<file path="src/aca_pkg.sv">
/*
 * Shared constants and types for the acknowledged connectionless
 * exchange block. Assumes one 25 MHz system clock.
 */
package aca_pkg;

  // ==========================================================
  // Addressing
  localparam int          ADDR_W        = 8;
  localparam logic [7:0]  SPECIAL3_ADDR = 8'h03;

  // ==========================================================
  // Timing
  localparam int CLK_PERIOD_NS = 40;
  localparam int TICK_NS       = 1000;
  localparam int TICK_CYC      = TICK_NS / CLK_PERIOD_NS;
  localparam int TICK_W        = 5;
  localparam int TIMER_W       = 16;
  localparam int CNT_W         = 4;

  // ==========================================================
  // Sizes
  localparam int NUM_SLOTS_DEF = 4;
  localparam int NUM_BUSY_DEF  = 4;

  // ==========================================================
  // PDU and destination kinds
  typedef enum logic [1:0] {
    PDU_UI,
    PDU_URR,
    PDU_URNR,
    PDU_OTHER
  } aca_pdu_e;

  typedef enum logic [1:0] {
    DEST_INDIV,
    DEST_SPECIAL,
    DEST_GROUP,
    DEST_GLOBAL
  } aca_dest_e;

endpackage

</file>
<file path="src/aca_arq.sv">
/*
 * Acknowledged connectionless UI exchange engine: polled UI sends with
 * per-destination retry timers, busy station record and URR/URNR
 * replies to polled UI commands. Assumes framing, address-list parsing
 * and validity checks are done upstream; one PDU in or out per cycle.
 */
// Overview of operation
// - Sending a polled UI starts that exchange's timer and zeroes its count.
// - Unanswered expiry resends the UI, bumps its count, reloads its timer.
// - Resends drop group, global and already answered destinations.
// - Address 3 rides on resends; no resend without a non-3 destination.
// - Resends repeat until the count equals N4, then ack failure goes up.
// - Each polled exchange with each destination has its own count.
// - Timers and counts of different exchanges never disturb each other.
// - A URNR answer to a polled UI marks the answering station busy.
// - No UI, first send or resend, goes to a busy station until cleared.
// - A valid polled UI naming this station gets URR back to its source.
// - A URR with F set is sent only in answer to a polled UI.
// - When enabled and locally busy, the answer is URNR with F set instead.
// - After a polled UI the sender awaits URR or URNR from each addressed station.
// - Group, global and address 3 destinations never hold an exchange open.
// - An answer stops the matching timer and zeroes its count.
`timescale 1ns/100ps
module aca_arq
  import aca_pkg::*;
#(
  parameter int NUM_SLOTS = NUM_SLOTS_DEF,
  parameter int NUM_BUSY  = NUM_BUSY_DEF
) (
  input  wire logic               clk_in,
  input  wire logic               reset_n_in,
  input  wire logic [TIMER_W-1:0] ack_period_in,
  input  wire logic [CNT_W-1:0]   n4_in,
  input  wire logic               local_busy_in,
  input  wire logic               urnr_enable_in,
  input  wire logic               send_req_in,
  input  wire logic [ADDR_W-1:0]  send_addr_in,
  input  wire aca_dest_e          send_kind_in,
  input  wire logic               send_incl3_in,
  output logic                    send_ready_out,
  input  wire logic               busy_clr_in,
  input  wire logic [ADDR_W-1:0]  busy_clr_addr_in,
  input  wire logic               rx_valid_in,
  input  wire aca_pdu_e           rx_kind_in,
  input  wire logic               rx_pf_in,
  input  wire logic               rx_for_me_in,
  input  wire logic [ADDR_W-1:0]  rx_src_in,
  output logic                    tx_valid_out,
  input  wire logic               tx_ready_in,
  output aca_pdu_e                tx_kind_out,
  output logic [ADDR_W-1:0]       tx_addr_out,
  output logic                    tx_pf_out,
  output logic                    tx_incl3_out,
  output logic                    ack_out,
  output logic [ADDR_W-1:0]       ack_addr_out,
  output logic                    fail_out,
  output logic [ADDR_W-1:0]       fail_addr_out
);

  typedef struct packed {
    logic [NUM_SLOTS-1:0]             active;
    logic [NUM_SLOTS-1:0]             pend;
    logic [NUM_SLOTS-1:0]             dead;
    logic [NUM_SLOTS-1:0]             incl3;
    logic [NUM_SLOTS-1:0][ADDR_W-1:0] addr;
    logic [NUM_BUSY-1:0]              bvalid;
    logic [NUM_BUSY-1:0][ADDR_W-1:0]  baddr;
    logic                             rsp_pend;
    logic                             rsp_urnr;
    logic [ADDR_W-1:0]                rsp_addr;
    logic                             tx_valid;
    aca_pdu_e                         tx_kind;
    logic [ADDR_W-1:0]                tx_addr;
    logic                             tx_pf;
    logic                             tx_incl3;
    logic                             ack;
    logic [ADDR_W-1:0]                ack_addr;
    logic                             fail;
    logic [ADDR_W-1:0]                fail_addr;
    logic [TICK_W-1:0]                tick_cnt;
  } aca_arq_s;

  aca_arq_s st;
  aca_arq_s next_st;

  logic                 rst_meta;
  logic                 rst_n;
  logic                 tick;
  logic [NUM_SLOTS-1:0] slot_start;
  logic [NUM_SLOTS-1:0] slot_retx;
  logic [NUM_SLOTS-1:0] slot_stop;
  logic [NUM_SLOTS-1:0] slot_expire;
  logic [NUM_SLOTS-1:0] slot_busy;
  logic [NUM_SLOTS-1:0][CNT_W-1:0] slot_count;
  logic                 rsp_in;
  logic                 poll_in;
  logic                 needs_slot;
  logic                 send_busy;
  logic                 free_found;
  logic                 send_go;

  // ==========================================================
  // Reset release
  always_ff @(posedge clk_in or negedge reset_n_in) begin
    if (!reset_n_in) begin
      rst_meta <= 1'b0;
      rst_n    <= 1'b0;
    end else begin
      rst_meta <= 1'b1;
      rst_n    <= rst_meta;
    end
  end

  // ==========================================================
  // Exchange slots, one timer and count each
  genvar g;
  generate
    for (g = 0; g < NUM_SLOTS; g++) begin : gen_slot
      aca_slot u_slot (
        .clk_in     (clk_in),
        .rst_n_in   (rst_n),
        .tick_in    (tick),
        .start_in   (slot_start[g]),
        .retx_in    (slot_retx[g]),
        .stop_in    (slot_stop[g]),
        .period_in  (ack_period_in),
        .count_out  (slot_count[g]),
        .expire_out (slot_expire[g])
      );
    end
  endgenerate

  assign tick    = (st.tick_cnt == TICK_W'(TICK_CYC - 1));
  assign rsp_in  = rx_valid_in && rx_pf_in &&
                   (rx_kind_in == PDU_URR || rx_kind_in == PDU_URNR);
  assign poll_in = rx_valid_in && rx_pf_in && rx_for_me_in &&
                   (rx_kind_in == PDU_UI);
  // Group, global and address 3 open no exchange
  assign needs_slot = (send_kind_in == DEST_INDIV ||
                       send_kind_in == DEST_SPECIAL) &&
                      (send_addr_in != SPECIAL3_ADDR);

  // ==========================================================
  // Busy lookups
  always_comb begin
    slot_busy  = '0;
    send_busy  = 1'b0;
    free_found = 1'b0;
    for (int i = 0; i < NUM_SLOTS; i++) begin
      if (!st.active[i]) free_found = 1'b1;
      for (int j = 0; j < NUM_BUSY; j++) begin
        if (st.bvalid[j] && st.baddr[j] == st.addr[i]) slot_busy[i] = 1'b1;
      end
    end
    for (int j = 0; j < NUM_BUSY; j++) begin
      if (st.bvalid[j] && st.baddr[j] == send_addr_in) send_busy = 1'b1;
    end
  end

  assign send_ready_out = !st.tx_valid && !st.rsp_pend &&
                          !(|(st.pend & ~slot_busy)) &&
                          !send_busy &&
                          (free_found || !needs_slot);
  assign send_go = send_req_in && send_ready_out;

  // ==========================================================
  // Next state
  always_comb begin
    logic picked;
    logic bfree;
    next_st    = st;
    slot_start = '0;
    slot_retx  = '0;
    slot_stop  = '0;
    picked     = 1'b0;
    bfree      = 1'b0;
    next_st.ack  = 1'b0;
    next_st.fail = 1'b0;
    next_st.tick_cnt = tick ? '0 : st.tick_cnt + TICK_W'(1);
    if (st.tx_valid && tx_ready_in) next_st.tx_valid = 1'b0;

    for (int i = 0; i < NUM_SLOTS; i++) begin
      // Answer wins over a same-cycle expiry
      if (rsp_in && st.active[i] && !st.dead[i] &&
          st.addr[i] == rx_src_in) begin
        slot_stop[i]      = 1'b1;
        next_st.active[i] = 1'b0;
        next_st.pend[i]   = 1'b0;
        next_st.ack       = 1'b1;
        next_st.ack_addr  = rx_src_in;
      end else if (slot_expire[i] && st.active[i]) begin
        if (slot_count[i] == n4_in) next_st.dead[i] = 1'b1;
        else next_st.pend[i] = 1'b1;
      end
    end

    // Failures drain one per cycle so none is lost
    for (int i = 0; i < NUM_SLOTS; i++) begin
      if (st.dead[i] && !picked) begin
        picked            = 1'b1;
        next_st.dead[i]   = 1'b0;
        next_st.active[i] = 1'b0;
        next_st.fail      = 1'b1;
        next_st.fail_addr = st.addr[i];
      end
    end

    // Busy record: clear first so a same-cycle set wins
    for (int j = 0; j < NUM_BUSY; j++) begin
      if (st.bvalid[j] &&
          ((busy_clr_in && st.baddr[j] == busy_clr_addr_in) ||
           (rsp_in && rx_kind_in == PDU_URR &&
            st.baddr[j] == rx_src_in))) next_st.bvalid[j] = 1'b0;
    end
    if (rsp_in && rx_kind_in == PDU_URNR) begin
      for (int j = 0; j < NUM_BUSY; j++) begin
        if (next_st.bvalid[j] && st.baddr[j] == rx_src_in) bfree = 1'b1;
      end
      // Record full: the mark is dropped, a known limitation
      for (int j = 0; j < NUM_BUSY; j++) begin
        if (!next_st.bvalid[j] && !bfree) begin
          bfree             = 1'b1;
          next_st.bvalid[j] = 1'b1;
          next_st.baddr[j]  = rx_src_in;
        end
      end
    end

    // Answer a poll; one reply outstanding, polls arriving meanwhile are dropped
    if (poll_in && !st.rsp_pend) begin
      next_st.rsp_pend = 1'b1;
      next_st.rsp_urnr = local_busy_in && urnr_enable_in;
      next_st.rsp_addr = rx_src_in;
    end

    // Transmit: reply, then resend, then new send
    picked = 1'b0;
    if (!st.tx_valid) begin
      if (st.rsp_pend) begin
        next_st.rsp_pend = 1'b0;
        next_st.tx_valid = 1'b1;
        next_st.tx_kind  = st.rsp_urnr ? PDU_URNR : PDU_URR;
        next_st.tx_addr  = st.rsp_addr;
        next_st.tx_pf    = 1'b1;
        next_st.tx_incl3 = 1'b0;
      end else begin
        for (int i = 0; i < NUM_SLOTS; i++) begin
          if (st.pend[i] && !slot_busy[i] && !picked) begin
            picked           = 1'b1;
            slot_retx[i]     = 1'b1;
            next_st.pend[i]  = 1'b0;
            next_st.tx_valid = 1'b1;
            next_st.tx_kind  = PDU_UI;
            next_st.tx_addr  = st.addr[i];
            next_st.tx_pf    = 1'b1;
            next_st.tx_incl3 = st.incl3[i];
          end
        end
      end
    end

    if (send_go) begin
      next_st.tx_valid = 1'b1;
      next_st.tx_kind  = PDU_UI;
      next_st.tx_addr  = send_addr_in;
      next_st.tx_pf    = 1'b1;
      next_st.tx_incl3 = send_incl3_in;
      for (int i = 0; i < NUM_SLOTS; i++) begin
        if (needs_slot && !st.active[i] && !picked) begin
          picked            = 1'b1;
          slot_start[i]     = 1'b1;
          next_st.active[i] = 1'b1;
          next_st.addr[i]   = send_addr_in;
          next_st.incl3[i]  = send_incl3_in;
        end
      end
    end
  end

  always_ff @(posedge clk_in or negedge rst_n) begin
    if (!rst_n) begin
      st <= '0;
    end else begin
      st <= next_st;
    end
  end

  assign tx_valid_out  = st.tx_valid;
  assign tx_kind_out   = st.tx_kind;
  assign tx_addr_out   = st.tx_addr;
  assign tx_pf_out     = st.tx_pf;
  assign tx_incl3_out  = st.tx_incl3;
  assign ack_out       = st.ack;
  assign ack_addr_out  = st.ack_addr;
  assign fail_out      = st.fail;
  assign fail_addr_out = st.fail_addr;

  // ==========================================================
  // Checks
  property p_reply_cause;
    @(posedge clk_in) disable iff (!rst_n)
    $rose(st.rsp_pend) |-> $past(poll_in);
  endproperty
  a_reply_cause: assert property (p_reply_cause)
    else $error("reply queued without a poll");

  property p_reply_urr;
    @(posedge clk_in) disable iff (!rst_n)
    (poll_in && !st.rsp_pend && !local_busy_in) |=>
      st.rsp_pend && !st.rsp_urnr && st.rsp_addr == $past(rx_src_in);
  endproperty
  a_reply_urr: assert property (p_reply_urr)
    else $error("poll not answered with URR to source");

  property p_reply_urnr;
    @(posedge clk_in) disable iff (!rst_n)
    (poll_in && !st.rsp_pend && local_busy_in && urnr_enable_in) |=>
      st.rsp_pend && st.rsp_urnr;
  endproperty
  a_reply_urnr: assert property (p_reply_urnr)
    else $error("busy poll not answered with URNR");

  property p_no_slot;
    @(posedge clk_in) disable iff (!rst_n)
    (send_go && !needs_slot) |=> (st.active & ~$past(st.active)) == '0;
  endproperty
  a_no_slot: assert property (p_no_slot)
    else $error("group or address 3 send opened an exchange");

  property p_open_slot;
    @(posedge clk_in) disable iff (!rst_n)
    (send_go && needs_slot && !rsp_in && st.dead == '0) |=>
      $countones(st.active) == $past($countones(st.active)) + 1;
  endproperty
  a_open_slot: assert property (p_open_slot)
    else $error("polled send did not open an exchange");

  property p_fail_cause;
    @(posedge clk_in) disable iff (!rst_n)
    $rose(st.fail) |-> $past(st.dead != '0);
  endproperty
  a_fail_cause: assert property (p_fail_cause)
    else $error("failure reported without a spent exchange");

  property p_ack_frees;
    @(posedge clk_in) disable iff (!rst_n)
    (rsp_in && (st.active & ~st.dead) != '0 && slot_stop != '0) |=>
      st.ack && st.ack_addr == $past(rx_src_in) &&
      (st.active & $past(slot_stop)) == '0;
  endproperty
  a_ack_frees: assert property (p_ack_frees)
    else $error("answer did not close its exchange");

  property p_busy_quiet;
    @(posedge clk_in) disable iff (!rst_n)
    (slot_retx != '0) |-> (slot_retx & slot_busy) == '0 ##1 st.tx_valid;
  endproperty
  a_busy_quiet: assert property (p_busy_quiet)
    else $error("resend to busy station");

  property p_urnr_marks;
    @(posedge clk_in) disable iff (!rst_n)
    (rsp_in && rx_kind_in == PDU_URNR && st.bvalid != '1) |=>
      st.bvalid != '0;
  endproperty
  a_urnr_marks: assert property (p_urnr_marks)
    else $error("URNR did not mark station busy");

endmodule

</file>
<file path="src/aca_slot.sv">
/*
 * One exchange slot: acknowledgment timer and transmission count.
 * Assumes a one-cycle tick enable and controls that are one-hot.
 */
`timescale 1ns/100ps
module aca_slot
  import aca_pkg::*;
(
  input  wire logic               clk_in,
  input  wire logic               rst_n_in,
  input  wire logic               tick_in,
  input  wire logic               start_in,
  input  wire logic               retx_in,
  input  wire logic               stop_in,
  input  wire logic [TIMER_W-1:0] period_in,
  output logic      [CNT_W-1:0]   count_out,
  output logic                    expire_out
);

  typedef struct packed {
    logic               run;
    logic [TIMER_W-1:0] timer;
    logic [CNT_W-1:0]   count;
  } aca_slot_s;

  aca_slot_s st;
  aca_slot_s next_st;

  assign count_out  = st.count;
  // Period of zero behaves as one tick
  assign expire_out = st.run && tick_in && (st.timer <= TIMER_W'(1));

  // ==========================================================
  // Next state
  always_comb begin
    next_st = st;
    if (stop_in) begin
      next_st.run   = 1'b0;
      next_st.count = '0;
    end else if (start_in) begin
      next_st.run   = 1'b1;
      next_st.timer = period_in;
      next_st.count = '0;
    end else if (retx_in) begin
      next_st.run   = 1'b1;
      next_st.timer = period_in;
      next_st.count = st.count + CNT_W'(1);
    end else if (expire_out) begin
      next_st.run = 1'b0;
    end else if (st.run && tick_in) begin
      next_st.timer = st.timer - TIMER_W'(1);
    end
  end

  always_ff @(posedge clk_in or negedge rst_n_in) begin
    if (!rst_n_in) begin
      st <= '0;
    end else begin
      st <= next_st;
    end
  end

  // ==========================================================
  // Checks
  property p_retx_count;
    @(posedge clk_in) disable iff (!rst_n_in)
    (retx_in && !stop_in && !start_in) |=>
      (st.count == $past(st.count) + CNT_W'(1)) && st.run;
  endproperty
  a_retx_count: assert property (p_retx_count)
    else $error("retransmission did not bump the count");

  property p_start_clear;
    @(posedge clk_in) disable iff (!rst_n_in)
    (start_in && !stop_in) |=> (st.count == '0) && st.run;
  endproperty
  a_start_clear: assert property (p_start_clear)
    else $error("start did not clear count and run timer");

endmodule

</file>
<file path="config.mk">
export PLATFORM = sky130hd
export DESIGN_NAME = aca_arq
export DESIGN_NICKNAME = d
export VERILOG_FILES = /design/src/aca_pkg.sv /design/src/aca_arq.sv /design/src/aca_slot.sv
export SDC_FILE = /design/constraint.sdc
export NUM_CORES = 1
export LEC_CHECK = 0
export BUFFER_PORTS_ARGS = -buffer_cell sky130_fd_sc_hd__buf_2
export CORE_MARGIN = 4
export CORE_UTILIZATION = 56
export CTS_CLUSTER_DIAMETER = 40
export DETAILED_ROUTE_END_ITERATION = 8
export PLACE_DENSITY = 0.83
export SYNTH_ARGS = -nofsm -noshare
export SYNTH_HDL_FRONTEND = slang
export SYNTH_HIERARCHICAL = 1
export SYNTH_SLANG_ARGS = --single-unit
</file>
<file path="constraint.sdc">
create_clock -name clk_in -period 6.96 [get_ports clk_in]
set_input_delay 1.044 -clock clk_in [delete_from_list [all_inputs] [get_ports clk_in]]
set_output_delay 1.044 -clock clk_in [all_outputs]
set_load 0.02 [all_outputs]
</file>
* Yosys cells after proc, flatten, opt, wreduce, memory -nomap -nowiden *
Index checks and enable logic that the tools add are counted.

cells by class
  bitwise gates (word level) = 6
  multiplexer cells = 183
  reduce and logical (&&, ||, !) cells = 179
  order comparisons = 4
  equal/unequal tests = 49
  add/sub/neg operators = 9

operators with widths
  cell                                                                      count
  8-bit equality test                                                       32
  1-bit two-way mux                                                         130
  16-bit two-way mux                                                        8
  1-bit logical AND                                                         97
  13-bit two-way mux                                                        7
  21-bit two-way mux                                                        4
  9-bit two-way mux                                                         8
  17-bit two-way mux                                                        4
  16-bit by 1-bit <= comparator with 1-bit output (second input constant)   4
  16-bit by 1-bit subtractor with 16-bit output (second input constant)     4
  4-bit two-way mux                                                         14
  36-bit two-way mux                                                        1
  1-bit zero test                                                           35
  8-bit two-way mux                                                         4
  3-bit nonzero test                                                        8
  4-bit nonzero test                                                        6
  3-bit AND reduction                                                       7
  2-bit AND reduction                                                       9
  4-bit by 1-bit adder with 4-bit output (second input constant)            4
  4-bit equality test                                                       4
  3-bit inequality test (second input constant)                             4
  2-bit nonzero test                                                        6
  10-bit two-way mux                                                        1
  2-bit by 1-bit inequality test with 1-bit output (second input constant)  4
  14 further kinds                                                          25

storage, ports and cells
  word-level logic and storage cells = 476
  bits of input ports = 59
  output and inout port bits = 32
  register bits after elaboration = 216

* Logic depth before layout (Yosys ltp) *
  word-level depth = 44
  depth in mapped cells = 16
  mapped depth without buffers = 13

* Modules after synthesis *
Netlist, hierarchy kept.

modules (own cells, without submodules)
  module                              seq. area each (um^2)  instances  area an instance (um^2)  cells an instance
  aca_arq                             3303.2                 1          9591.7                   1000
  aca_slot at gen_slot[0].u_slot ...  525.5                  3          1363.8                   147
  aca_slot at gen_slot[3].u_slot      525.5                  1          1441.4                   159

* Least setup slack after synthesis *
OpenSTA, ideal clock, no wires.

  kind = input -> register
  start = input send_addr_in[4]
  end = register gen_slot[2].u_slot/st[9] (netlist name)
  slack = 2.387 ns
  required time = 6.825 ns
  data arrival time = 4.439 ns
  library setup time = 0.135 ns
  path buffers = 2
  cell stages on the path = 14
  path through = buf_2 -> nor4_1 -> a41oi_1 -> nand2_1 -> nor3_1 -> or4_1 -> or3_1 -> nor4b_1 -> or2_2 -> buf_6 -> or2b_2 -> and3_2 -> a21oi_1 -> o211ai_1

between the ends
  cells in the longest elaborated chain, start to end = 16
  elaborated cells between the ends (all ways) = 38
  those cells by class = eq/ne: 6; mux: 11; reduce/logical: 21

ends and longest elaborated chain
  element                                                                       RTL line        RTL
  from (decl)                                                                   aca_arq.sv:37   input wire logic [ADDR_W-1:0] send_addr_in,
  8-bit by 2-bit inequality test with 1-bit output                              aca_arq.sv:141  (send_addr_in != SPECIAL3_ADDR);
  1-bit logical AND                                                             aca_arq.sv:140  send_kind_in == DEST_SPECIAL) &&
  1-bit logical AND (2 in a row)                                                aca_arq.sv:269  if (needs_slot && !st.active[i] && !picked) begin
  1-bit two-way mux                                                             aca_arq.sv:269
  1-bit two-way mux                                                             aca_arq.sv:262  if (send_go) begin
  1-bit zero test                                                               aca_arq.sv:269
  1-bit logical AND                                                             aca_arq.sv:269
  1-bit two-way mux                                                             aca_arq.sv:269
  1-bit two-way mux                                                             aca_arq.sv:262
  1-bit zero test                                                               aca_arq.sv:269
  1-bit logical AND                                                             aca_arq.sv:269
  1-bit two-way mux                                                             aca_arq.sv:269
  4-bit two-way mux *                                                           aca_arq.sv:262
  via slot_start[2]                                                             aca_arq.sv:89   logic [NUM_SLOTS-1:0] slot_start;
  3-bit inequality test (no source line) or 3-bit nonzero test (tied branches)  --
  3-bit AND reduction (no source line)                                          --
  to (signal assigned)                                                          aca_slot.sv:59  st <= next_st;
  to (decl)                                                                     aca_slot.sv:26  aca_slot_s st;

Mark *: on every way through the listed nets, which the timed path passes. The rest lies on a longest branch. The select of a mux whose other input is x is not followed.
A chain may end at the register's enable or synchronous reset.

==> flow_results.xml <==
<?xml version="1.0" encoding="UTF-8"?>
<metrics>
  <group name="yosys">
    <metric name="synth-async-reset-ratio" unit="%">100</metric>
    <metric name="synth_enable_flop_cells" unit="">0</metric>
    <metric name="synth_warnings" unit="">6</metric>
    <metric name="syn-mean-instance-area" unit="um^2">9.45</metric>
    <metric name="synth_cells" unit="">1600</metric>
    <metric name="postSynth.topFlopCell" unit="">sky130_fd_sc_hd__dfrtp_1</metric>
    <metric name="syn_area" unit="um^2">15100</metric>
    <metric name="ys_seq_area_share" unit="%">35.7</metric>
    <metric name="unique_masters_post_synth" unit="">91</metric>
    <metric name="syn-num-nets" unit="">1676</metric>
    <metric name="ys_ff_latch" unit="">216</metric>
  </group>
  <group name="final_layout">
    <metric name="drive_gt1_share" unit="%">20.3</metric>
    <metric name="filler_cell_count" unit="">2062</metric>
    <metric name="finish.utilization" unit="%">62.2</metric>
    <metric name="area_growth" unit="%">8.02</metric>
    <metric name="seq_area" unit="um^2">5410</metric>
    <metric name="multi_input_area" unit="um^2">8600</metric>
    <metric name="design.final.nets" unit="">1636</metric>
  </group>
  <group name="timing">
    <metric name="rsz0062_at_grt" unit="">false</metric>
    <metric name="maxSlewViolCount" unit="">0</metric>
    <metric name="timing.final.crit_share" unit="%">75.1</metric>
    <metric name="finalHoldViolCount" unit="">0</metric>
    <metric name="setup_tns" unit="ns">0</metric>
    <metric name="worst_slew_pin_slew" unit="ns">1.28</metric>
    <metric name="fin_ws" unit="ns">1.73</metric>
    <metric name="achievable-frequency" unit="GHz">0.191</metric>
    <metric name="maxSlewHeadroom" unit="%">14.5</metric>
    <metric name="final-setup-viol-count" unit="">0</metric>
    <metric name="clock-skew-final" unit="ns">0.0244</metric>
    <metric name="period_needed" unit="ns">5.23</metric>
  </group>
  <group name="drt">
    <metric name="detail_route.wl_per_cell" unit="um">23.1</metric>
    <metric name="vias_per_cell" unit="">6.64</metric>
    <metric name="vias" unit="">12800</metric>
    <metric name="drt-pass1-iter-count" unit="">7</metric>
    <metric name="drt_first_iter_violations" unit="">1638</metric>
    <metric name="finalWirelength" unit="um">44400</metric>
    <metric name="route.detailed.drc" unit="">0</metric>
    <metric name="final_antenna_net_count" unit="">0</metric>
  </group>
  <group name="setup_path">
    <metric name="worstPathArrival" unit="ns">5.64</metric>
    <metric name="cp.required" unit="ns">7.38</metric>
    <metric name="cp-start-kind" unit="">flop</metric>
    <metric name="reg2reg_depth" unit="">11</metric>
    <metric name="crit_type" unit="">flop to flop</metric>
    <metric name="reg2reg_slack" unit="ns">1.73</metric>
    <metric name="worst-path-max-fanout" unit="">20</metric>
    <metric name="crit_path_launch" unit="">st[85]</metric>
    <metric name="cp-endpoint" unit="">gen_slot[2].u_slot/st[11]</metric>
    <metric name="cp-end-kind" unit="">flop</metric>
    <metric name="r2r-start" unit="">st[85]</metric>
    <metric name="timing.rr.end" unit="">gen_slot[2].u_slot/st[11]</metric>
  </group>
  <group name="power_and_ir_drop">
    <metric name="vdd.ir_drop.worst" unit="uV">246</metric>
    <metric name="total_leakage_power" unit="uW">0.00703</metric>
    <metric name="pwr_density_cell" unit="nW/um^2">380</metric>
  </group>
  <group name="placed_design">
    <metric name="placement.io_buffers" unit="">89</metric>
    <metric name="gp_routability_congestion" unit="">1.01</metric>
    <metric name="hpwlAfterDp" unit="um">29500</metric>
    <metric name="preCtsSetupSlack" unit="ns">1.47</metric>
  </group>
  <group name="clock_tree">
    <metric name="cts_tree" unit="">yes</metric>
    <metric name="worst_skew_pair_latency" unit="ns">0.52</metric>
    <metric name="clk_transition_reported_paths" unit="ns">0.06</metric>
    <metric name="number_of_hold_buffers_added_after_cts" unit="">0</metric>
    <metric name="clock-root-buffer" unit="">sky130_fd_sc_hd__clkbuf_16</metric>
    <metric name="cts_max_path_buffers" unit="">3</metric>
    <metric name="number_of_clock_buffers_inserted_by_tritoncts" unit="">36</metric>
    <metric name="post_cts_resized" unit="">0</metric>
    <metric name="cts_num_sinks" unit="">216</metric>
    <metric name="post_cts.repair.setup_buffers" unit="">0</metric>
    <metric name="maximum_level_of_the_cts_h_tree" unit="">2</metric>
  </group>
  <group name="floorplan">
    <metric name="floorplan.io_pins" unit="">91</metric>
    <metric name="core_area" unit="um^2">26300</metric>
    <metric name="floorplan.die.height" unit="um">172</metric>
    <metric name="initial_utilization" unit="%">57.6</metric>
    <metric name="die_boundary_width" unit="um">172</metric>
    <metric name="placement_rows" unit="">59</metric>
    <metric name="design.die.area" unit="um^2">29700</metric>
  </group>
  <group name="grt">
    <metric name="antenna_found_initial" unit="">3</metric>
    <metric name="first_global_vias" unit="">12700</metric>
    <metric name="grt.overflow.total" unit="">0</metric>
    <metric name="pin_count_of_the_biggest_net_entering_global_routing" unit="">179</metric>
    <metric name="global_route_wire_length_before_repair" unit="um">70200</metric>
    <metric name="gr-usage-all-layers" unit="%">29.9</metric>
  </group>
  <group name="run">
    <metric name="max_cap_violations" unit="">0</metric>
  </group>
  <group name="outcome">
    <metric name="outcome" unit="">finished clean</metric>
  </group>
  <group name="min_path">
    <metric name="hold_path_class" unit="">flop to async pin</metric>
  </group>
</metrics>
per-layer routing:
metal	share of wire, %	global-route usage (%)
met5	0.043	0
met4	7.1	17.8
met3	10	7.13
met2	45	46.3
met1	37	38.0
worst min-delay path by stage:
stage | cells after the start | slack [ns] | to
floorplan | 0 | 0.33 | rst_n
global placement | 0 | 0.31 | st[59]
detailed placement | 0 | 0.32 | st[60]
CTS | 1 | 0.30 | rst_n
global route | 1 | 0.31 | rst_n
finish | 0 | 0.28 | st[59]
kinds of logic after synthesis:
kind of cell | synth area share [%]
mux | 6.87
other cells | 0.0248
compound gates | 13.2
fa+ha+maj | 1.41
xor+xnor | 16.6
buf+inv | 7.49
flops | 35.7
simple gates | 18.7
state kept, by name, indices dropped and copies added, names as in the netlist:
register and cells:
tx_kind_out 2, fail_out 1, gen_slot.u_slot/count_out 16, tx_pf_out 1, fail_addr_out 8, st 99
tx_incl3_out 1, tx_addr_out 8, rst_n 1, rst_meta 1, tx_valid_out 1, gen_slot.u_slot/st 68
ack_addr_out 8, ack_out 1
where the power goes:
group / switching [uW] / total (uW) / leakage [uW] / internal (uW)
clock: 671 / 1840 / 0.000594 / 1170
sequential: 888 / 2530 / 0.00269 / 1640
combinational: 919 / 1840 / 0.00375 / 925
cell usage after synthesis, types with 15 or more instances:
library cell               instances  area, um^2
sky130_fd_sc_hd__nand4_1          42         263
sky130_fd_sc_hd__o21ai_0          22         110
sky130_fd_sc_hd__mux2i_1          15         150
sky130_fd_sc_hd__nor3_1           57         285
sky130_fd_sc_hd__mux2_2           66         743
sky130_fd_sc_hd__inv_1            28         105
sky130_fd_sc_hd__o22ai_1          32         200
sky130_fd_sc_hd__xor2_1          162        1420
sky130_fd_sc_hd__buf_2            39         195
sky130_fd_sc_hd__dfrtp_1         216        5410
sky130_fd_sc_hd__or2_2            16         100
sky130_fd_sc_hd__nor4_1           52         325
sky130_fd_sc_hd__nor2_1           86         323
sky130_fd_sc_hd__nand2_1         115         432
sky130_fd_sc_hd__xnor2_1         124        1090
sky130_fd_sc_hd__a21oi_1          68         340
sky130_fd_sc_hd__buf_4            45         338
sky130_fd_sc_hd__nand3_1          38         190
sky130_fd_sc_hd__clkbuf_1         68         255
sky130_fd_sc_hd__ha_1             17         213
sky130_fd_sc_hd__o211ai_1         17         128
per-stage QoR:
stage / area, um^2 / instances / total power (uW) / hold slack (ns)
after CTS: 16300 / 1923 / 6170 / 0.303
after detailed placement: 15100 / 1857 / 4310 / 0.318
after global placement: 15100 / 1857 / 4200 / 0.312
after global routing: 16300 / 1923 / 6530 / 0.310
final: 16300 / 1924 / 6210 / 0.285
after floorplan: 15100 / 1600 / 3900 / 0.331
layout make-up:
cell class,instances,share of cell area [%]
Multi-Input combinational cell,1177,52.7
Inverter,28,0.643
Timing Repair Buffer,101,3.35
Tap cell,335,2.57
Sequential cell,216,33.1
Clock buffer,43,5.99
Antenna cell,1,0.0153
Clock inverter,23,1.66
worst max-delay path, stage by stage (launching register included):
cell and delay, ns:
sky130_fd_sc_hd__dfrtp_1 0.69, sky130_fd_sc_hd__xor2_1 0.13, sky130_fd_sc_hd__nor4_1 0.29, sky130_fd_sc_hd__nand3_1 0.13, sky130_fd_sc_hd__o41ai_2 0.47, sky130_fd_sc_hd__nor2_1 0.44, sky130_fd_sc_hd__or4_1 0.78, sky130_fd_sc_hd__nor2_1 0.61
sky130_fd_sc_hd__nor2_1 0.37, sky130_fd_sc_hd__nor2_1 0.70, sky130_fd_sc_hd__a21oi_1 0.26, sky130_fd_sc_hd__o21ai_0 0.23
layout by cell type, fill, tap and decap left out, types with 10 or more instances in the layout:
| master | count |
|---|---|
| sky130_fd_sc_hd__a211oi_1 | 11 |
| sky130_fd_sc_hd__a21oi_1 | 68 |
| sky130_fd_sc_hd__a31oi_1 | 11 |
| sky130_fd_sc_hd__buf_2 | 89 |
| sky130_fd_sc_hd__buf_4 | 11 |
| sky130_fd_sc_hd__clkbuf_16 | 37 |
| sky130_fd_sc_hd__dfrtp_1 | 215 |
| sky130_fd_sc_hd__ha_1 | 17 |
| sky130_fd_sc_hd__inv_1 | 28 |
| sky130_fd_sc_hd__mux2_2 | 66 |
| sky130_fd_sc_hd__mux2i_1 | 15 |
| sky130_fd_sc_hd__nand2_1 | 115 |
| sky130_fd_sc_hd__nand3_1 | 38 |
| sky130_fd_sc_hd__nand4_1 | 42 |
| sky130_fd_sc_hd__nor2_1 | 86 |
| sky130_fd_sc_hd__nor2b_1 | 12 |
| sky130_fd_sc_hd__nor3_1 | 56 |
| sky130_fd_sc_hd__nor4_1 | 50 |
| sky130_fd_sc_hd__o211ai_1 | 17 |
| sky130_fd_sc_hd__o21ai_0 | 22 |
| sky130_fd_sc_hd__o22ai_1 | 32 |
| sky130_fd_sc_hd__o31ai_1 | 11 |
| sky130_fd_sc_hd__or2_2 | 16 |
| sky130_fd_sc_hd__or4_1 | 10 |
| sky130_fd_sc_hd__xnor2_1 | 124 |
| sky130_fd_sc_hd__xor2_1 | 162 |
(Power assumes the default switching activity.)
